===== src/rtl/qdu_regs.vh =====
// Constants for the quad DAC update control block: frame layout, command
// codes, reset values. Definitions only; included by the design files.
// Functional notes
// - Command 0101 loads the 4-bit strobe mask from DB3..DB0, address ignored.
// - All strobe mask bits are zero after power-up.
// - A masked channel ignores the strobe pin and sees it as high; code masks only strobe falls, 0001 writes use raw strobe level.
// - Command 0001 writes input register; DAC register too only when strobe low.
// - Command 0010 copies input register to DAC register, input unchanged.
// - Command 0011 writes input and DAC register regardless of strobe.
// - Strobe falling edge copies input to DAC on every unmasked channel.
// - With the strobe held low permanently the mask bits are disregarded.
// - While reset pin is low, outputs forced to clear code chosen by select.
// - After reset release, outputs hold cleared value until reprogrammed.
// - While reset pin is low, no command or strobe updates any output.
// - Command 0110 performs software reset to the power-on reset code.
// - During power-on reset, strobe and reset pin activity is ignored.
// - Power-up code is zero or midscale by select pin, held until written.
// - Reference on at power-up; command 0111 DB0 sets off (1) or on (0).
// - Command bits sit in DB23..DB20; reference command ignores DB19..DB1.
// - 24-bit frames are acted on at the rising edge of frame sync.
// - Strobe low during 0001: both registers update at frame sync rise.
// - Strobe high during writes: DAC update deferred to later strobe fall.
`ifndef QDU_REGS_VH
`define QDU_REGS_VH

`define QDU_FRAME_BITS   24
`define QDU_CMD_MSB      23
`define QDU_CMD_LSB      20
`define QDU_ADDR_MSB     19
`define QDU_ADDR_LSB     16
`define QDU_DATA_MSB     15
`define QDU_DATA_LSB     0
`define QDU_CMD_WR_IN    4'h1
`define QDU_CMD_UPD_DAC  4'h2
`define QDU_CMD_WR_UPD   4'h3
`define QDU_CMD_MASK     4'h5
`define QDU_CMD_SW_RST   4'h6
`define QDU_CMD_REF      4'h7
`define QDU_MASK_RESET   4'h0
`define QDU_REF_RESET    1'h0
`define QDU_CODE_ZERO    16'h0000
`define QDU_CODE_MID     16'h8000
`define QDU_POR_CYCLES   8

`endif


===== src/rtl/qdu_channel.v =====
// One DAC channel: input register and DAC register pair.
// Assumes load requests come from the control logic on the same clock.
`timescale 1ns/1ps
`include "qdu_regs.vh"
module qdu_channel (
    // Clock and reset
    input  wire        clock_i,
    input  wire        rst_n_i,
    // Controls
    input  wire        clear_i,
    input  wire [15:0] clear_code_i,
    input  wire        wr_input_i,
    input  wire        wr_dac_i,
    input  wire        copy_i,
    input  wire [15:0] data_i,
    // Outputs
    output reg  [15:0] dac_o
);
    reg [15:0] input_r;

    // Register pair; clear dominates, direct write beats copy
    always @(posedge clock_i or negedge rst_n_i) begin
        if (!rst_n_i) begin
            input_r <= `QDU_CODE_ZERO;
            dac_o   <= `QDU_CODE_ZERO;
        end else if (clear_i) begin
            input_r <= clear_code_i;
            dac_o   <= clear_code_i;
        end else begin
            if (wr_input_i)
                input_r <= data_i;
            if (wr_dac_i)
                dac_o <= data_i;
            else if (copy_i)
                dac_o <= input_r;
        end
    end
endmodule // qdu_channel


===== src/rtl/qdu_ctrl.v =====
// Command interpreter of a quad DAC: serial frames, strobe mask,
// hardware and software reset, reference setup.
// Assumes serial clock, frame sync, data and all pins are asynchronous
// to clock_i and much slower than it.
`timescale 1ns/1ps
`include "qdu_regs.vh"
module qdu_ctrl #(
    parameter POR_CYCLES = `QDU_POR_CYCLES
) (
    // Clock and reset
    input  wire        clock_i,
    input  wire        rst_n_i,
    // Serial link
    input  wire        sclk_i,
    input  wire        sync_n_i,
    input  wire        sdin_i,
    // Pins
    input  wire        load_strobe_n_i,
    input  wire        clear_n_i,
    input  wire        clear_level_select_i,
    // Outputs
    output wire [15:0] dac_a_o,
    output wire [15:0] dac_b_o,
    output wire [15:0] dac_c_o,
    output wire [15:0] dac_d_o,
    output reg  [3:0]  load_strobe_mask_o,
    output reg         ref_off_o,
    output reg         por_busy_o
);
    // Two-stage synchronisers for every pin
    reg [1:0] sclk_s;
    reg [1:0] sync_s;
    reg [1:0] sdin_s;
    reg [1:0] strb_s;
    reg [1:0] clr_s;
    reg [1:0] sel_s;
    reg       sclk_d;
    reg       sync_d;
    reg       strb_d;
    reg [23:0] shift_r;
    reg [7:0]  por_cnt_r;
    reg        clear_level_r;

    always @(posedge clock_i or negedge rst_n_i) begin
        if (!rst_n_i) begin
            sclk_s <= 2'h0;
            sync_s <= 2'h3;
            sdin_s <= 2'h0;
            strb_s <= 2'h3;
            clr_s  <= 2'h3;
            sel_s  <= 2'h0;
            sclk_d <= 1'b0;
            sync_d <= 1'b1;
            strb_d <= 1'b1;
        end else begin
            sclk_s <= {sclk_s[0], sclk_i};
            sync_s <= {sync_s[0], sync_n_i};
            sdin_s <= {sdin_s[0], sdin_i};
            strb_s <= {strb_s[0], load_strobe_n_i};
            clr_s  <= {clr_s[0], clear_n_i};
            sel_s  <= {sel_s[0], clear_level_select_i};
            sclk_d <= sclk_s[1];
            sync_d <= sync_s[1];
            strb_d <= strb_s[1];
        end
    end

    wire sclk_fall = sclk_d & ~sclk_s[1];
    wire frame_end = ~sync_d & sync_s[1];
    wire strb_fall = strb_d & ~strb_s[1];
    wire strb_low  = ~strb_s[1];
    wire clr_low   = ~clr_s[1];
    wire sel_high  = sel_s[1];

    // Shift in data on serial clock falling edges while frame sync is low
    always @(posedge clock_i or negedge rst_n_i) begin
        if (!rst_n_i)
            shift_r <= 24'h000000;
        else if (!sync_s[1] && sclk_fall)
            shift_r <= {shift_r[22:0], sdin_s[1]};
    end

    // Frame fields
    wire [3:0]  cmd  = shift_r[`QDU_CMD_MSB:`QDU_CMD_LSB];
    wire [3:0]  addr = shift_r[`QDU_ADDR_MSB:`QDU_ADDR_LSB];
    wire [15:0] data = shift_r[`QDU_DATA_MSB:`QDU_DATA_LSB];

    // Power-on sequence: hold busy, capturing select level on each busy cycle
    always @(posedge clock_i or negedge rst_n_i) begin
        if (!rst_n_i) begin
            por_cnt_r     <= 8'h00;
            por_busy_o    <= 1'b1;
            clear_level_r <= 1'b0;
        end else if (por_busy_o) begin
            clear_level_r <= sel_high;
            if ({24'h000000, por_cnt_r} == POR_CYCLES - 1)
                por_busy_o <= 1'b0;
            por_cnt_r <= por_cnt_r + 8'h01;
        end
    end

    wire [15:0] por_code = clear_level_r ? `QDU_CODE_MID : `QDU_CODE_ZERO;
    wire [15:0] clr_code = sel_high ? `QDU_CODE_MID : `QDU_CODE_ZERO;

    // Command decode
    wire take      = frame_end & ~por_busy_o;
    wire sw_rst    = take & (cmd == `QDU_CMD_SW_RST);
    wire hw_clr    = ~por_busy_o & clr_low;
    wire por_clear = por_busy_o | sw_rst;
    wire blocked   = hw_clr;
    wire cmd_wr    = take & ~blocked & (cmd == `QDU_CMD_WR_IN);
    wire cmd_upd   = take & ~blocked & (cmd == `QDU_CMD_UPD_DAC);
    wire cmd_wu    = take & ~blocked & (cmd == `QDU_CMD_WR_UPD);

    // Mask and reference setup registers
    always @(posedge clock_i or negedge rst_n_i) begin
        if (!rst_n_i) begin
            load_strobe_mask_o <= `QDU_MASK_RESET;
            ref_off_o          <= `QDU_REF_RESET;
        end else if (take && cmd == `QDU_CMD_MASK) begin
            load_strobe_mask_o <= shift_r[3:0];
        end else if (take && cmd == `QDU_CMD_REF) begin
            ref_off_o <= shift_r[0];
        end
    end

    // Per-channel load requests
    wire [15:0] dac_q [0:3];
    genvar g;
    generate
        for (g = 0; g < 4; g = g + 1) begin : gen_ch
            // Raw strobe level for writes; a set mask bit blocks strobe edges
            wire wr_in    = (cmd_wr | cmd_wu) & addr[g];
            wire wr_dac   = cmd_wu & addr[g] |
                            cmd_wr & addr[g] & strb_low;
            wire copy     = cmd_upd & addr[g] |
                            strb_fall & ~load_strobe_mask_o[g] &
                            ~blocked & ~por_busy_o;
            qdu_channel u_ch (
                .clock_i      (clock_i),
                .rst_n_i      (rst_n_i),
                .clear_i      (por_clear | hw_clr),
                .clear_code_i (hw_clr ? clr_code : por_code),
                .wr_input_i   (wr_in),
                .wr_dac_i     (wr_dac),
                .copy_i       (copy),
                .data_i       (data),
                .dac_o        (dac_q[g])
            );
        end
    endgenerate

    assign dac_a_o = dac_q[0];
    assign dac_b_o = dac_q[1];
    assign dac_c_o = dac_q[2];
    assign dac_d_o = dac_q[3];
endmodule // qdu_ctrl


===== config.mk =====
export PLATFORM = sky130hd
export DESIGN_NAME = qdu_ctrl
export DESIGN_NICKNAME = d
export VERILOG_FILES = /design/src/rtl/qdu_channel.v /design/src/rtl/qdu_ctrl.v
export VERILOG_INCLUDE_DIRS = /design/src /design/src/rtl
export SDC_FILE = /design/constraint.sdc
export NUM_CORES = 1
export LEC_CHECK = 0
export BUFFER_PORTS_ARGS = -buffer_cell sky130_fd_sc_hd__buf_2
export CAP_MARGIN = 20
export CORE_ASPECT_RATIO = 0.75
export CORE_MARGIN = 1.5
export CORE_UTILIZATION = 53
export DETAILED_ROUTE_END_ITERATION = 12
export PLACE_DENSITY = 0.8
export SETUP_SLACK_MARGIN = 0.2
export SYNTH_ARGS = -nofsm -noshare
export SYNTH_HDL_FRONTEND = slang
export SYNTH_SLANG_ARGS = --single-unit

===== constraint.sdc =====
create_clock -name clock_i -period 1.9 [get_ports clock_i]
set_input_delay 0.38 -clock clock_i [delete_from_list [all_inputs] [get_ports clock_i]]
set_output_delay 0.38 -clock clock_i [all_outputs]
set_load 0.02 [all_outputs]

== Yosys cells after proc, flatten, opt, wreduce, memory -nomap -nowiden ==
Cells that the tools add are included.
Word-level totals
  flip-flop bits (word level): 182
  logic and storage cells: 133
Cells by class
  $add $sub $neg: 1
  equal/unequal tests: 7
  multiplexer cells: 25
  bitwise operators: 64
  reduce and logical (&&, ||, !) cells: 13
Operators with widths (number)
  16-bit two-way mux: 23
  1-bit AND: 42
  4-bit by 3-bit == test with 1-bit output (second input constant): 3
  3-bit nonzero test: 4
  1-bit NOT: 11
  1-bit bitwise OR: 11
  8-bit by 1-bit adder with 8-bit output (second input constant): 1
  4-bit by 2-bit == test with 1-bit output (second input constant): 2
  8-bit by 3-bit == test with 1-bit output (second input constant): 1
  2-bit nonzero test: 4
  4-bit by 1-bit == test with 1-bit output (second input constant): 1
  1-bit logical AND: 3
  1-bit two-way mux: 2
  2-bit AND reduction: 1
  1-bit logical NOT: 1

== Longest topological paths before layout ==
Gate-level depths: netlist (run 1).
  depth after elaboration: 10
  depth in mapped cells: 9
  mapped depth without buffers: 5

== Hierarchy ==
From an unflattened synthesis (run 1), not the netlist that was laid out.
Second synthesis, totals
  cell total of the unflattened synthesis: 841
  area, all modules: 8688.3 um^2
Modules (own cells, without submodules)
  qdu_channel: times used 4, cells an instance 176, area each 1649.1 um^2
  qdu_ctrl: times used 1, cells an instance 137, area each 2092.0 um^2

== Least setup slack after synthesis (run 1) ==
No wires, ideal clock.
  path kind: reg-to-reg
  start point: reg por_busy_o
  end point: reg gen_ch[3].u_ch.dac_o[10]
  setup time: 0.137 ns
  data arrival time: 1.682 ns
  data required time: 1.763 ns
  path slack: 0.081 ns
  cell stages (with the launch flop): 10
  buffers on the path: 4
  period minus slack after synthesis: 1.819 ns
  cell sequence: dfstp_2 -> buf_6 -> nand2b_4 -> buf_6 -> a31o_1 -> buf_6 -> nor2_4 -> buf_4 -> a22oi_1 -> a21oi_1
Between the ends
  word-level cells in the longest chain between the ends: 10
  elaborated cells between the ends (all ways): 23
  classes of those cells: 3 x mux; 19 x bitwise; 1 x reduce/logical
Ends and longest elaborated chain
  from (decl): RTL line qdu_ctrl.v:28  | output reg por_busy_o
  from (signal assigned): RTL line qdu_ctrl.v:92  | por_busy_o <= 1'b1;
  from (signal assigned): RTL line qdu_ctrl.v:97  | por_busy_o <= 1'b0;
  1-bit NOT: RTL line qdu_ctrl.v:106, qdu_ctrl.v:108, qdu_ctrl.v:138
  1-bit AND: RTL line qdu_ctrl.v:108  | wire hw_clr = ~por_busy_o & clr_low;
  1-bit NOT
  1-bit AND: RTL line qdu_ctrl.v:111, qdu_ctrl.v:112, qdu_ctrl.v:113
  1-bit AND: RTL line qdu_ctrl.v:111  | wire cmd_wr = take & ~blocked & (cmd == `QDU_CMD_WR_IN);
  1-bit AND (2 in a row): RTL line qdu_ctrl.v:135  | cmd_wr & addr[g] & strb_low;
  1-bit bitwise OR: RTL line qdu_ctrl.v:134  | wire wr_dac = cmd_wu & addr[g] |
  16-bit two-way mux: RTL line qdu_channel.v:32  | if (wr_dac_i)
  16-bit two-way mux: RTL line qdu_channel.v:26  | end else if (clear_i) begin
  to (signal assigned): RTL line qdu_channel.v:25  | dac_o <= `QDU_CODE_ZERO;
  to (signal assigned): RTL line qdu_channel.v:28  | dac_o <= clear_code_i;
  to (signal assigned): RTL line qdu_channel.v:33  | dac_o <= data_i;
  to (decl): RTL line qdu_channel.v:17  | output reg [15:0] dac_o
Parallel ways exist; a longest one is shown, timed or not.
A chain may end at the register's enable or synchronous reset.

== Worst setup path after layout (run 1) ==
  start point: reg sync_s[1]
  end point: reg gen_ch[2].u_ch.input_r[11]
Between the ends
  word-level cells in the longest chain between the ends: 7
  elaborated cells between the ends (all ways): 12
  classes of those cells: 1 x mux; 10 x bitwise; 1 x reduce/logical
Ends and longest elaborated chain
  from (decl): RTL line qdu_ctrl.v:32  | reg [1:0] sync_s;
  from (signal assigned): RTL line qdu_ctrl.v:57  | sync_s <= {sync_s[0], sync_n_i};
  1-bit AND *: RTL line qdu_ctrl.v:69  | wire frame_end = ~sync_d & sync_s[1];
  1-bit AND *: RTL line qdu_ctrl.v:106  | wire take = frame_end & ~por_busy_o;
  1-bit AND: RTL line qdu_ctrl.v:111, qdu_ctrl.v:113
  1-bit AND (on tied branches): RTL line qdu_ctrl.v:111, qdu_ctrl.v:113
  1-bit bitwise OR: RTL line qdu_ctrl.v:133  | wire wr_in = (cmd_wr | cmd_wu) & addr[g];
  1-bit AND: RTL line qdu_ctrl.v:133
  2-bit nonzero test (no line)
  to (signal assigned): RTL line qdu_channel.v:24  | input_r <= `QDU_CODE_ZERO;
  to (signal assigned): RTL line qdu_channel.v:27  | input_r <= clear_code_i;
  to (signal assigned): RTL line qdu_channel.v:31  | input_r <= data_i;
  to (decl): RTL line qdu_channel.v:19  | reg [15:0] input_r;
Mark *: on every way between the ends. The rest lies on a longest branch, timed or not.

==> results.rst, run 1 <==
.. list-table::
   :header-rows: 1

   * - Metric
     - Value
   * - Critical path required time
     - ~2300 ps
   * - Number of non-filler instances in the completed layout
     - 1104
   * - Final cell area excluding filler cells
     - around 12000 µm²
   * - Multiplexer share of the synthesized area
     - 4.48%
   * - Wire length of the first global-routing pass
     - 39300 µm
   * - Syn Inst Count
     - around 750
   * - Final Critical Period
     - 2270 ps
   * - Die extent in x
     - 144 µm
   * - Number of max-slew violations in the final report
     - 0
   * - Kind of launch point of the worst setup path
     - flop
   * - Iteration-0 DRC count of the detailed router
     - ~750
   * - Portion of the post-synthesis area used by sequential elements
     - 57.5%
   * - Combined buffer and inverter count along the critical path
     - 6
   * - Post-layout nets
     - 900
   * - Compound-cell area share of the yosys netlist
     - a little under a fifth
   * - Synth Area in Simple Gates
     - 13.4%
   * - Routability cong.
     - ~0.86
   * - Total power after layout
     - a little under 9 mW
   * - Number of sinks handled by clock tree synthesis
     - around 180
   * - Number of antenna-violating nets in the routed design
     - 0
   * - EDFF count, synth
     - 0
   * - Slew of the pin with the lowest slew margin
     - between 900 and 1000 ps
   * - Largest fanout on the critical path
     - 7
   * - Maximum number of pins on one net before global-route repair
     - between 60 and 70
   * - Placed cell count
     - 1010
   * - Ratio of total power to cell area
     - 724 nW/µm²
   * - Most instantiated library cell after synthesis
     - sky130_fd_sc_hd__dfrtp_1
   * - Flop2flop setup slack
     - -370 ps
   * - Share of final-layout standard cells stronger than drive strength 1
     - 61.3%
   * - Final hold slack
     - between 30 and 40 ps
   * - Standard cell with the maximum stage delay on the critical path
     - sky130_fd_sc_hd__dfstp_2
   * - Clock Skew
     - between 10 and 15 ps
   * - Via count normalized by instance count
     - between 6 and 7
   * - Number of violations of the max-capacitance limit
     - 0
   * - HPWL after detailed placement
     - around 12000 µm
   * - Total Neg Setup Slack
     - -22250 ps
   * - Slew Limit Headroom
     - 37.3%
   * - Warnings, synthesis
     - 0
   * - Startpoint of the most critical register-to-register path
     - sync_s[1]$_DFF_PN1_
   * - Peak supply drop
     - around 800 µV
   * - Largest cells by area after synthesis
     - sky130_fd_sc_hd__dfrtp_1 (55%), sky130_fd_sc_hd__a21oi_1 (7.4%), sky130_fd_sc_hd__a22oi_1 (4.7%), sky130_fd_sc_hd__mux2_2 (4.0%), sky130_fd_sc_hd__nand3_1 (3.9%)
   * - Clock latency on the worst-skew pair
     - 450 ps
   * - Routed WL per cell
     - ~29 µm
   * - Die Span Y
     - 109 µm
   * - Initial core utilization
     - approximately 55%
   * - Least setup slack across all paths after layout
     - -373 ps
   * - Detailed Routing Iterations Pass 1
     - 6
   * - Cell with the most instances on the worst path
     - sky130_fd_sc_hd__buf_12
   * - RSZ-0062 raised after global routing
     - yes
   * - Port Buffer Count
     - 77
   * - Failing checks
     - negative setup slack
   * - Total Die Area
     - approximately 16000 µm²
   * - Mean instance size in the synthesized netlist
     - between 10 and 15 µm²
   * - DRC errors left
     - 0
   * - Clock-pin slew of the registers on the worst-case setup and hold paths
     - around 70 ps
   * - Main combinational cell family by area after synthesis
     - compound AO/OA/AOI/OAI gates
   * - Share of synthesized cell area in full adder, half adder and majority cells
     - less than 1%
   * - All-Layer GR Usage
     - 33.7%
   * - Setup Viol. Count Final
     - 133
   * - Data arrival, critical path
     - 2640 ps
   * - List of cells traversed by the critical path
     - nand4bb_1, buf_4, nor3_4, buf_6, buf_12, buf_12, buf_4, buf_12, nand3_1, a21oi_2
   * - Clock tree from TritonCTS
     - yes
   * - Library cell used as clock root buffer
     - sky130_fd_sc_hd__clkbuf_16
   * - Largest delay share family, worst path
     - buffers and inverters
   * - Vias in the first global route
     - just under 7000
   * - Post-synthesis cell area
     - 7930 µm²
   * - Maximum clock frequency
     - about 0.44 GHz
   * - Beginning of the critical path
     - sync_s[1]$_DFF_PN1_
   * - CTS Buf Count
     - 17
   * - Number of synthesized register bits
     - roughly 180
   * - Worst Hold Launch
     - sync_n_i
   * - Via count
     - roughly 7600
   * - Synthesis-to-finish area growth
     - 52.9%
   * - Most used DFF post-synth
     - sky130_fd_sc_hd__dfrtp_1
   * - Reported leakage power
     - around 5.1 nW
   * - Final-report hold violation count
     - 0
   * - Cell taking the most area after synthesis
     - sky130_fd_sc_hd__dfrtp_1
   * - Count of distinct cell types in the synthesized netlist
     - 49
   * - # diodes
     - 0
   * - Fraction of registers with async set/reset
     - 100%
   * - Final period util
     - 120%
   * - Tightest Hold Check Type
     - input port to flop
   * - Result of the run
     - complete, but fails checks
   * - Most numerous cell types in the synthesized netlist
     - sky130_fd_sc_hd__dfrtp_1 (173), sky130_fd_sc_hd__a21oi_1 (117), sky130_fd_sc_hd__nand2_1 (77)
   * - Placed cell areas
     - slightly below 9000 µm²
   * - Number of rows created at floorplan
     - 38
   * - Fraction of synthesized cell area in xor and xnor cells
     - 0.773%
   * - Number of antenna violations at the first check in global routing
     - 1
   * - Max incr delay on CP
     - about 570 ps
   * - Detailed Route WL
     - 31600 µm
   * - Syn Nets
     - about 750
   * - Top-area cell type share of the netlist area
     - 54.6%
   * - Number of top-level pins
     - between 70 and 80
   * - H-tree depth
     - 4
   * - Type of the setup path with the least slack
     - flop to flop
   * - CP Capture Type
     - flop
   * - Core Region
     - about 15000 µm²
   * - Max Root-Sink Buffers
     - 2
   * - Remaining global-route overflow
     - 0
[through the flow]
step / utilization [%] / setup slack [ps]
4_1_cts: 74.0 / 18.8
3_3_place_gp: 61.3 / 24.0
6_report: 83.4 / -373
2_1_floorplan: - / 123
3_5_place_dp: 61.3 / -84.3
5_1_grt: 83.4 / -365
[flip-flops by register name, indices dropped and copies added (netlist names), 2 cells and up]
register	flops
gen_ch.u_ch.dac_o	64
sync_s	2
clr_s	2
strb_s	2
sclk_s	2
shift_r	24
gen_ch.u_ch.input_r	64
por_cnt_r	8
sdin_s	2
load_strobe_mask_o	4
sel_s	2
[where the power goes]
part / switching, mW / internal [mW]
logic: 0.368 / 0.295
clock network: 1.64 / 1.87
registers: 0.636 / 3.98
[layer usage]
metal / up-vias / part of all wire, % / track usage, %
li1: 2953 / - / -
met1: 3766 / 36 / 44.7
met2: 641 / 48 / 53.2
met3: 202 / 10 / 7.60
met4: 2 / 5.9 / 15.8
met5: - / 0.13 / 0
[cells by family (layout without fill, tap and decap cells)]
kind of cell | count (synthesis) | after routing
AND/OR/NAND/NOR | 230 | 230
flip-flops | 182 | 182
buffers and inverters | 78 | 237
multiplexers | 32 | 32
XOR/XNOR | 7 | 7
AO/OA/AOI/OAI | 215 | 215
adder cells (fa/ha/maj) | 1 | 1
[worst register-to-register path: stages (launching register included)]
cell                        delay (ps)
sky130_fd_sc_hd__dfstp_2           570
sky130_fd_sc_hd__nand4bb_1         200
sky130_fd_sc_hd__buf_4             220
sky130_fd_sc_hd__nor3_4            160
sky130_fd_sc_hd__buf_6             150
sky130_fd_sc_hd__buf_12            120
sky130_fd_sc_hd__buf_12            130
sky130_fd_sc_hd__buf_4             130
sky130_fd_sc_hd__buf_12            120
sky130_fd_sc_hd__nand3_1           160
sky130_fd_sc_hd__a21oi_2           250
[placed cells by master (no fill, tap or decap), types with 4 or more instances in the layout]
cell,synthesis,layout
sky130_fd_sc_hd__nand3_4,0,8
sky130_fd_sc_hd__nand2_4,0,34
sky130_fd_sc_hd__clkinv_2,0,5
sky130_fd_sc_hd__a311oi_4,4,4
sky130_fd_sc_hd__inv_1,8,8
sky130_fd_sc_hd__buf_16,0,15
sky130_fd_sc_hd__xnor2_1,4,4
sky130_fd_sc_hd__a22oi_2,9,45
sky130_fd_sc_hd__a31oi_1,6,4
sky130_fd_sc_hd__a21oi_2,10,82
sky130_fd_sc_hd__nor2_1,66,17
sky130_fd_sc_hd__clkinvlp_4,0,4
sky130_fd_sc_hd__nor2_2,0,6
sky130_fd_sc_hd__buf_12,0,31
sky130_fd_sc_hd__nand2_8,0,7
sky130_fd_sc_hd__mux2_2,28,23
sky130_fd_sc_hd__nand2_1,77,25
sky130_fd_sc_hd__clkbuf_16,0,23
sky130_fd_sc_hd__buf_2,24,75
sky130_fd_sc_hd__nand2_2,0,11
sky130_fd_sc_hd__nor2_4,4,47
sky130_fd_sc_hd__a22oi_1,50,14
sky130_fd_sc_hd__buf_4,6,43
sky130_fd_sc_hd__mux2_4,0,5
sky130_fd_sc_hd__nand3_1,62,34
sky130_fd_sc_hd__dfstp_2,9,9
sky130_fd_sc_hd__dfrtp_1,173,172
sky130_fd_sc_hd__buf_6,7,25
sky130_fd_sc_hd__a21oi_1,117,45
sky130_fd_sc_hd__nand3_2,0,20
sky130_fd_sc_hd__o21ai_0,4,4
[final timing paths]
| check | end | depth (start not counted) |
|---|---|---|
| max | gen_ch[2].u_ch.input_r[11]$_DFFE_PN0P_ | 10 |
| min | sync_s[0]$_DFF_PN1_ | 1 |
| max reg2reg | gen_ch[2].u_ch.input_r[11]$_DFFE_PN0P_ | 10 |
| min reg2reg | strb_s[1]$_DFF_PN1_ | 0 |
| max in group asynchronous | gen_ch[3].u_ch.input_r[1]$_DFFE_PN0P_ | 3 |
| min in group asynchronous | gen_ch[2].u_ch.input_r[7]$_DFFE_PN0P_ | 2 |
[cell type report]
type,instances,area [µm²]
clock buffer,20,457
clock inverter,12,103
fill,651,2420
inverter,8,30.0
multi-input combinational,485,4530
sequential,182,4570
tap,200,250
timing repair buffer,197,2190
[what timing repair did]
| action | CTS | global route |
|---|---|---|
| gates resized for setup | 130 | 274 |
| hold buffers | 1 | 0 |
| buffers inserted | 33 | 5 |
| cloned | 16 | 7 |
| endpoints found under the setup margin | 130 | 134 |
| hold endpoints to repair | 30 | 0 |
| pin swaps | 73 | 64 |
No activity file was read; power rests on OpenSTA's default activity.
==> inputs of run 2 (changes only) <==
Settings changed: MAX_ROUTING_LAYER set to met4, PLACE_DENSITY 0.8 to 0.76, TNS_END_PERCENT set to 50.
==> run 2 against run 1 <==
Routed wire length shrank 30%. Sequential share of layout area grew 7.5 points. Count of clock-buffer cells in the layout grew 2. The run still ends with negative setup slack left. Largest cell class unchanged. Clock skew shrank 4.0 ps. Die area is the same.
==> results.rst, run 2 (synthesis results as in run 1) <==
.. list-table::
   :header-rows: 1

   * - Metric
     - Value
   * - Result of the run
     - complete, but fails checks
   * - Failing checks
     - negative setup slack
   * - Filler cell count
     - approximately 980
   * - All-Layer GR Usage
     - ~31%
   * - Post-layout nets
     - 845
   * - Number of max-slew violations in the final report
     - 0
   * - Detailed Route WL
     - about 22000 µm
   * - Number of antenna-violating nets in the routed design
     - 0
   * - Number of rows created at floorplan
     - 38
   * - Total power after layout
     - 8.66 mW
   * - Core Region
     - 14500 µm²
   * - # diodes
     - 0
   * - Share of final-layout standard cells stronger than drive strength 1
     - a little over a third
   * - Clock latency on the worst-skew pair
     - 430 ps
   * - Number of violations of the max-capacitance limit
     - 0
   * - Final-report hold violation count
     - 0
   * - Clock-pin slew of the registers on the worst-case setup and hold paths
     - approximately 70 ps
   * - Max Root-Sink Buffers
     - 2
   * - Detailed Routing Iterations Pass 1
     - 5
   * - Slew Limit Headroom
     - 53.3%
   * - Die Span Y
     - 109 µm
   * - Remaining global-route overflow
     - 0
   * - Critical path required time
     - 2200 ps
   * - Clock tree from TritonCTS
     - yes
   * - Initial core utilization
     - a little over half
   * - Tightest Hold Check Type
     - input port to flop
   * - Least setup slack across all paths after layout
     - -21.5 ps
   * - Commonest non-fill, non-tap cell in the layout
     - sky130_fd_sc_hd__dfrtp_1
   * - Via count
     - ~6500
   * - Largest registers
     - gen_ch.u_ch.dac_o: 64 flops, gen_ch.u_ch.input_r: 64 flops, shift_r: 24 flops
   * - DRC errors left
     - 0
   * - Maximum clock frequency
     - about 0.52 GHz
   * - Final Critical Period
     - 1920 ps
   * - Routed WL per cell
     - roughly 21 µm
   * - HPWL after detailed placement
     - between 10000 and 15000 µm
   * - RSZ-0062 raised after global routing
     - yes
   * - Clock Skew
     - 7.95 ps
   * - Total Neg Setup Slack
     - -21.5 ps
   * - Library cell used as clock root buffer
     - sky130_fd_sc_hd__clkbuf_16
   * - Iteration-0 DRC count of the detailed router
     - about 600
   * - Kind of launch point of the worst setup path
     - flop
   * - CP Capture Type
     - flop
   * - Vias in the first global route
     - roughly 6400
   * - Synthesis-to-finish area growth
     - 27.4%
   * - Peak supply drop
     - ~1000 µV
   * - Ratio of total power to cell area
     - 857 nW/µm²
   * - Reported leakage power
     - ~4.7 nW
   * - Highest-count cells in the layout ignoring fill and taps
     - sky130_fd_sc_hd__dfrtp_1 (173), sky130_fd_sc_hd__a21oi_1 (98), sky130_fd_sc_hd__buf_2 (76), sky130_fd_sc_hd__nand2_1 (64), sky130_fd_sc_hd__nor2_1 (62)
   * - Number of top-level pins
     - 78
   * - CTS Buf Count
     - 17
   * - Beginning of the critical path
     - sync_s[1]$_DFF_PN1_
   * - Slew of the pin with the lowest slew margin
     - 701 ps
   * - Largest fanout on the critical path
     - 7
   * - Die extent in x
     - approximately 140 µm
   * - Startpoint of the most critical register-to-register path
     - sync_s[1]$_DFF_PN1_
   * - H-tree depth
     - 4
   * - Via count normalized by instance count
     - between 6 and 7
   * - Wire length of the first global-routing pass
     - roughly 35000 µm
   * - Number of sinks handled by clock tree synthesis
     - ~180
   * - Worst Hold Launch
     - clear_n_i
   * - Final period util
     - 101%
   * - Port Buffer Count
     - a little under 80
   * - Type of the setup path with the least slack
     - flop to flop
   * - Number of antenna violations at the first check in global routing
     - 0
   * - Setup Viol. Count Final
     - 1
   * - Routability cong.
     - between 0.8 and 0.9
   * - Data arrival, critical path
     - about 2200 ps
   * - Total Die Area
     - 15700 µm²
   * - Maximum number of pins on one net before global-route repair
     - slightly above 40
## run 2: changes by cell type in the layout (fill, tap and decap cells not counted), moves of 23 or more
cell	before	now
sky130_fd_sc_hd__nand2_1	25	64
sky130_fd_sc_hd__a21oi_1	45	98
sky130_fd_sc_hd__nand2_4	34	11
sky130_fd_sc_hd__a22oi_1	14	40
sky130_fd_sc_hd__a21oi_2	82	29
sky130_fd_sc_hd__nor2_1	17	62
sky130_fd_sc_hd__a22oi_2	45	19
sky130_fd_sc_hd__nor2_4	47	4
## run 2: layout make-up
| cell class | instances | area (µm²) | area share [%] |
|---|---|---|---|
| clock buffer | 22 | 484 | 4.79 |
| clock inverter | 10 | 145 | 1.44 |
| inverter | 8 | 30.0 | 0.297 |
| multi-input combinational | 485 | 3320 | 32.9 |
| sequential | 182 | 4570 | 45.2 |
| tap | 200 | 250 | 2.48 |
| timing repair buffer | 142 | 1310 | 13.0 |
## run 2: worst max-delay path, stage by stage (launching register included)
cell and delay [ps]:
sky130_fd_sc_hd__dfstp_2 540, sky130_fd_sc_hd__buf_6 90, sky130_fd_sc_hd__nor3b_4 240, sky130_fd_sc_hd__buf_6 190
sky130_fd_sc_hd__buf_6 110, sky130_fd_sc_hd__a31oi_1 70, sky130_fd_sc_hd__o21a_1 200, sky130_fd_sc_hd__o221ai_1 200
sky130_fd_sc_hd__o21ai_1 140
## run 2: final timing paths
check	to	slack (ps)	cells past startpoint
worst max register to register	gen_ch[1].u_ch.dac_o[15]$_DFFE_PN0P_	-20	8
worst min-delay path	clr_s[0]$_DFF_PN1_	40	1
min in group asynchronous	gen_ch[1].u_ch.input_r[1]$_DFFE_PN0P_	440	2
max in group asynchronous	gen_ch[3].u_ch.dac_o[9]$_DFFE_PN0P_	690	3
worst min register to register	sdin_s[1]$_DFF_PN0_	350	0
worst max-delay path	gen_ch[1].u_ch.dac_o[15]$_DFFE_PN0P_	-20	8
## run 2: per-stage QoR
step / setup WS [ps] / cell area [µm²] / instances / hold slack (ps) / util (%)
finish: -21.5 / 10100 / 1049 / 42.4 / 69.5
global route: -103 / 10100 / 1049 / 28.4 / 69.5
CTS: 23.8 / 10100 / 1049 / 30.2 / 69.1
detailed placement: -52.6 / 8790 / 999 / 328 / 60.4
global placement: 62.1 / 8790 / 999 / 323 / 60.4
floorplan: 123 / 8000 / 745 / 84.4 / -
## run 2: power breakdown
part	switching, mW	leakage [nW]	internal (mW)
combinational	0.282	1.92	0.207
sequential	0.450	2.46	3.98
clock	1.52	0.303	2.22
## run 2: timing repair
| action | in CTS | in global routing |
|---|---|---|
| endpoints found under the setup margin | 134 | 134 |
| hold buffers | 1 | 0 |
| hold endpoints to repair | 33 | 0 |
| resized for setup | 86 | 12 |
| cloned | 7 | 0 |
| buffers inserted | 10 | 0 |
| pin swaps | 29 | 2 |
## run 2: per-layer routing
metal | GRT usage (%) | share of wire, % | up-vias
met5 | - | 0 | -
met4 | 11.0 | 2.4 | 0
met3 | 6.72 | 8.5 | 51
met2 | 46.2 | 48 | 325
met1 | 40.8 | 41 | 3270
li1 | - | - | 2813
==> inputs of run 3 (changes only) <==
Settings changed: CORE_UTILIZATION 53 to 54, CTS_CLUSTER_SIZE set to 20, SYNTH_HIERARCHICAL set to 1.
==> run 3 against run 2 <==
The run still ends with negative setup slack left. Setup slack worse by 510 ps. Routed wire length up 5.8%. Die area up 7.3%. Combinational power rose to 3.0 times the previous value. Flip-flop and latch count unchanged. Largest cell class unchanged. First-iteration DRC count down 17%.
==> results.rst, run 3 <==
.. list-table::
   :header-rows: 1

   * - Metric
     - Value
   * - Standard cell with the maximum stage delay on the critical path
     - sky130_fd_sc_hd__dfstp_2
   * - Number of antenna violations at the first check in global routing
     - 0
   * - Slew of the pin with the lowest slew margin
     - about 600 ps
   * - Number of violations of the max-capacitance limit
     - 0
   * - Final hold slack
     - between 20 and 25 ps
   * - Total Neg Setup Slack
     - -47810 ps
   * - P_sw
     - between 3 and 4 mW
   * - # diodes
     - 0
   * - Peak supply drop
     - 764 µV
   * - Clock latency on the worst-skew pair
     - between 400 and 500 ps
   * - Placement Setup Slack
     - -483 ps
   * - Largest cells by area after synthesis
     - sky130_fd_sc_hd__dfrtp_1 (50%), sky130_fd_sc_hd__mux2i_1 (7.4%), sky130_fd_sc_hd__a221o_1 (6.9%), sky130_fd_sc_hd__mux2_2 (4.1%), sky130_fd_sc_hd__nor2_1 (3.8%)
   * - Number of non-filler instances in the completed layout
     - between 1000 and 1500
   * - Number of synthesized register bits
     - around 180
   * - Die extent in x
     - 149 µm
   * - Terminus of the critical flop-to-flop path
     - gen_ch[0].u_ch/dac_o[7]$_DFFE_PN0P_
   * - Cell taking the most area after synthesis
     - sky130_fd_sc_hd__dfrtp_1
   * - Result of the run
     - complete, but fails checks
   * - Portion of the post-synthesis area used by sequential elements
     - 52.5%
   * - Die Span Y
     - approximately 110 µm
   * - Data arrival, critical path
     - 2790 ps
   * - Initial core utilization
     - between 50% and 60%
   * - Startpoint of the most critical register-to-register path
     - sync_s[1]$_DFF_PN1_
   * - Number of sinks handled by clock tree synthesis
     - between 150 and 200
   * - Synthesis-to-finish area growth
     - 30.3%
   * - Number of antenna-violating nets in the routed design
     - 0
   * - Post-Route Utilization
     - 73.2%
   * - RSZ-0062 raised after global routing
     - yes
   * - Number of stages on the worst hold path
     - 1
   * - Worst Hold Launch
     - load_strobe_n_i
   * - Flop2flop setup slack
     - -530 ps
   * - Max Root-Sink Buffers
     - 2
   * - Ratio of total power to cell area
     - 869 nW/µm²
   * - Fraction of registers with async set/reset
     - 100%
   * - Cell-internal power
     - 6.71 mW
   * - Number of rows created at floorplan
     - 39
   * - Filler cell count
     - approximately 1000
   * - Maximum clock frequency
     - between 0.4 and 0.5 GHz
   * - Syn Inst Count
     - ~840
   * - Routability cong.
     - around 0.78
   * - HPWL after detailed placement
     - 13000 µm
   * - Final Critical Period
     - about 2400 ps
   * - Switching share of total power
     - 31.8%
   * - CTS Buf Count
     - 17
   * - CP Capture Type
     - flop
   * - Placed cell count
     - ~1200
   * - Via count normalized by instance count
     - roughly 5.7
   * - Max incr delay on CP
     - around 540 ps
   * - All-Layer GR Usage
     - between 20% and 30%
   * - Maximum number of pins on one net before global-route repair
     - 73
   * - Library cell used as clock root buffer
     - sky130_fd_sc_hd__clkbuf_16
   * - Remaining global-route overflow
     - 0
   * - Largest delay share family, worst path
     - simple AND/OR/NAND/NOR gates
   * - Final period util
     - 128%
   * - Highest-count cells in the layout ignoring fill and taps
     - sky130_fd_sc_hd__dfrtp_1 (173), sky130_fd_sc_hd__buf_2 (75), sky130_fd_sc_hd__nor2_1 (68), sky130_fd_sc_hd__nand2_1 (68), sky130_fd_sc_hd__inv_1 (64)
   * - Slew Limit Headroom
     - around three fifths
   * - Warnings, synthesis
     - 6
   * - Clock Skew
     - roughly 19 ps
   * - Total power after layout
     - approximately 9.8 mW
   * - Largest registers
     - gen_ch.u_ch/dac_o: 64 flops, gen_ch.u_ch/input_r: 64 flops, shift_r: 24 flops
   * - Share of power burned in the clock network
     - 36.2%
   * - Top-area cell type share of the netlist area
     - about 50%
   * - Combined buffer and inverter count along the critical path
     - 2
   * - Largest fanout on the critical path
     - 8
   * - Failing checks
     - negative setup slack
   * - Setup Viol. Count Final
     - between 100 and 150
   * - Final-report hold violation count
     - 0
   * - Commonest non-fill, non-tap cell in the layout
     - sky130_fd_sc_hd__dfrtp_1
   * - Kind of launch point of the worst setup path
     - flop
   * - Post-layout nets
     - a little over 1000
   * - Mean instance size in the synthesized netlist
     - just over 10 µm²
   * - Number of top-level pins
     - 78
   * - Tightest Hold Check Type
     - input port to flop
   * - Most used DFF post-synth
     - sky130_fd_sc_hd__dfrtp_1
   * - Type of the setup path with the least slack
     - flop to flop
   * - Post-synthesis cell area
     - 8690 µm²
   * - H-tree depth
     - 4
   * - Via count
     - just over 7000
   * - Most instantiated library cell after synthesis
     - sky130_fd_sc_hd__dfrtp_1
   * - Detailed Route WL
     - roughly 23000 µm
   * - Core Region
     - about 15000 µm²
   * - Reported leakage power
     - approximately 5.0 nW
   * - Iteration-0 DRC count of the detailed router
     - approximately 500
   * - Vias in the first global route
     - between 6000 and 7000
   * - Number of max-slew violations in the final report
     - 0
   * - Critical path required time
     - 2260 ps
   * - Comb pwr share
     - 15.0%
   * - DRC errors left
     - 0
   * - Wire length of the first global-routing pass
     - between 30000 and 40000 µm
   * - Worst-case reg-to-reg path depth
     - 8
   * - Clock tree from TritonCTS
     - yes
   * - Port Buffer Count
     - 77
   * - Sequential group share of total power
     - 48.8%
   * - Least setup slack across all paths after layout
     - -527 ps
   * - Placed cell areas
     - 9960 µm²
   * - Count of distinct cell types in the synthesized netlist
     - 39
   * - Total Die Area
     - about 17000 µm²
   * - Share of final-layout standard cells stronger than drive strength 1
     - 34.3%
   * - Routed WL per cell
     - about 19 µm
   * - Most numerous cell types in the synthesized netlist
     - sky130_fd_sc_hd__dfrtp_1 (173), sky130_fd_sc_hd__nor2_1 (87), sky130_fd_sc_hd__nand2_1 (68)
   * - Final cell area excluding filler cells
     - around 11000 µm²
   * - Detailed Routing Iterations Pass 1
     - 5
   * - List of cells traversed by the critical path
     - or3b_4, nor4b_4, buf_4, and3_4, buf_12, nor2_1, a221o_1, a21oi_2
   * - Destination of the worst hold path
     - strb_s[0]$_DFF_PN1_
   * - Clock-pin slew of the registers on the worst-case setup and hold paths
     - about 70 ps
   * - EDFF count, synth
     - 0
-- run 3: cell count changes after synthesis, sizes merged, moves of 9 or more --
cell,before,now
nor2,70,127
mux2i,4,64
nand3,62,1
a221o,0,60
o21ai,6,65
nand2,77,68
a22oi,60,0
a21oi,127,64
inv,8,64
-- run 3: final cells by class --
type	count	area, µm²	area share [%]
multi-input combinational	592	4030	35.6
inverter	64	240	2.12
sequential	182	4570	40.3
tap	205	256	2.27
clock inverter	15	156	1.38
clock buffer	17	425	3.76
timing repair buffer	173	1650	14.5
-- run 3: worst max-delay path by stage --
stage,slack [ps],end,cells past startpoint,startpoint
global route,-610,gen_ch[0].u_ch/dac_o[7]$_DFFE_PN0P_,8,sync_s[1]$_DFF_PN1_
detailed placement,-480,gen_ch[2].u_ch/dac_o[10]$_DFFE_PN0P_,8,sync_s[1]$_DFF_PN1_
CTS,-490,gen_ch[1].u_ch/dac_o[10]$_DFFE_PN0P_,8,sync_s[1]$_DFF_PN1_
floorplan,-310,gen_ch[0].u_ch/dac_o[2]$_DFFE_PN0P_,8,sync_s[1]$_DFF_PN1_
finish,-530,gen_ch[0].u_ch/dac_o[7]$_DFFE_PN0P_,8,sync_s[1]$_DFF_PN1_
global placement,-400,gen_ch[2].u_ch/dac_o[10]$_DFFE_PN0P_,8,sync_s[1]$_DFF_PN1_
-- run 3: layer usage --
| layer | share of wire, % | vias up | routed length, µm | GRT usage (%) |
|---|---|---|---|---|
| met5 | 0 | - | 0 | - |
| li1 | - | 3261 | - | - |
| met3 | 7.6 | 58 | 1770 | 5.77 |
| met2 | 46 | 276 | 10800 | 42.5 |
| met4 | 2.4 | 0 | 558 | 9.57 |
| met1 | 44 | 3473 | 10100 | 40.0 |
-- run 3: logic make-up (layout without fill, tap and decap cells) --
family | after synthesis | after routing | synth area share, %
mux | 96 | 96 | 11.5
other cells | 1 | 60 | 0.0432
buf+inv | 127 | 269 | 7.03
compound gates | 198 | 198 | 15.3
fa+ha+maj | 1 | 1 | 0.144
flops | 182 | 182 | 52.5
simple gates | 229 | 230 | 12.7
xor+xnor | 7 | 7 | 0.706
-- run 3: worst register-to-register path, cell delays in order, from the launching register on --
cell	delay [ps]
sky130_fd_sc_hd__dfstp_2	540
sky130_fd_sc_hd__or3b_4	400
sky130_fd_sc_hd__nor4b_4	260
sky130_fd_sc_hd__buf_4	190
sky130_fd_sc_hd__and3_4	260
sky130_fd_sc_hd__buf_12	160
sky130_fd_sc_hd__nor2_1	50
sky130_fd_sc_hd__a221o_1	320
sky130_fd_sc_hd__a21oi_2	160
-- run 3: power groups by stage --
stage | Sequential [mW] | Clock (mW) | Combinational [mW]
2_1_floorplan | 4.77 | 0 | 0.727
3_3_place_gp | 4.81 | 0 | 1.32
3_5_place_dp | 4.82 | 0 | 1.36
4_1_cts | 4.76 | 3.60 | 1.39
5_1_grt | 4.83 | 3.77 | 1.64
6_report | 4.80 | 3.56 | 1.48
-- run 3: timing repair --
action	in CTS	in global routing
gates cloned	7	4
hold buffers	1	0
pin swaps	7	40
buffers inserted	13	4
setup endpoints to repair	134	134
endpoints found under the hold margin	127	0
resized for setup	26	84
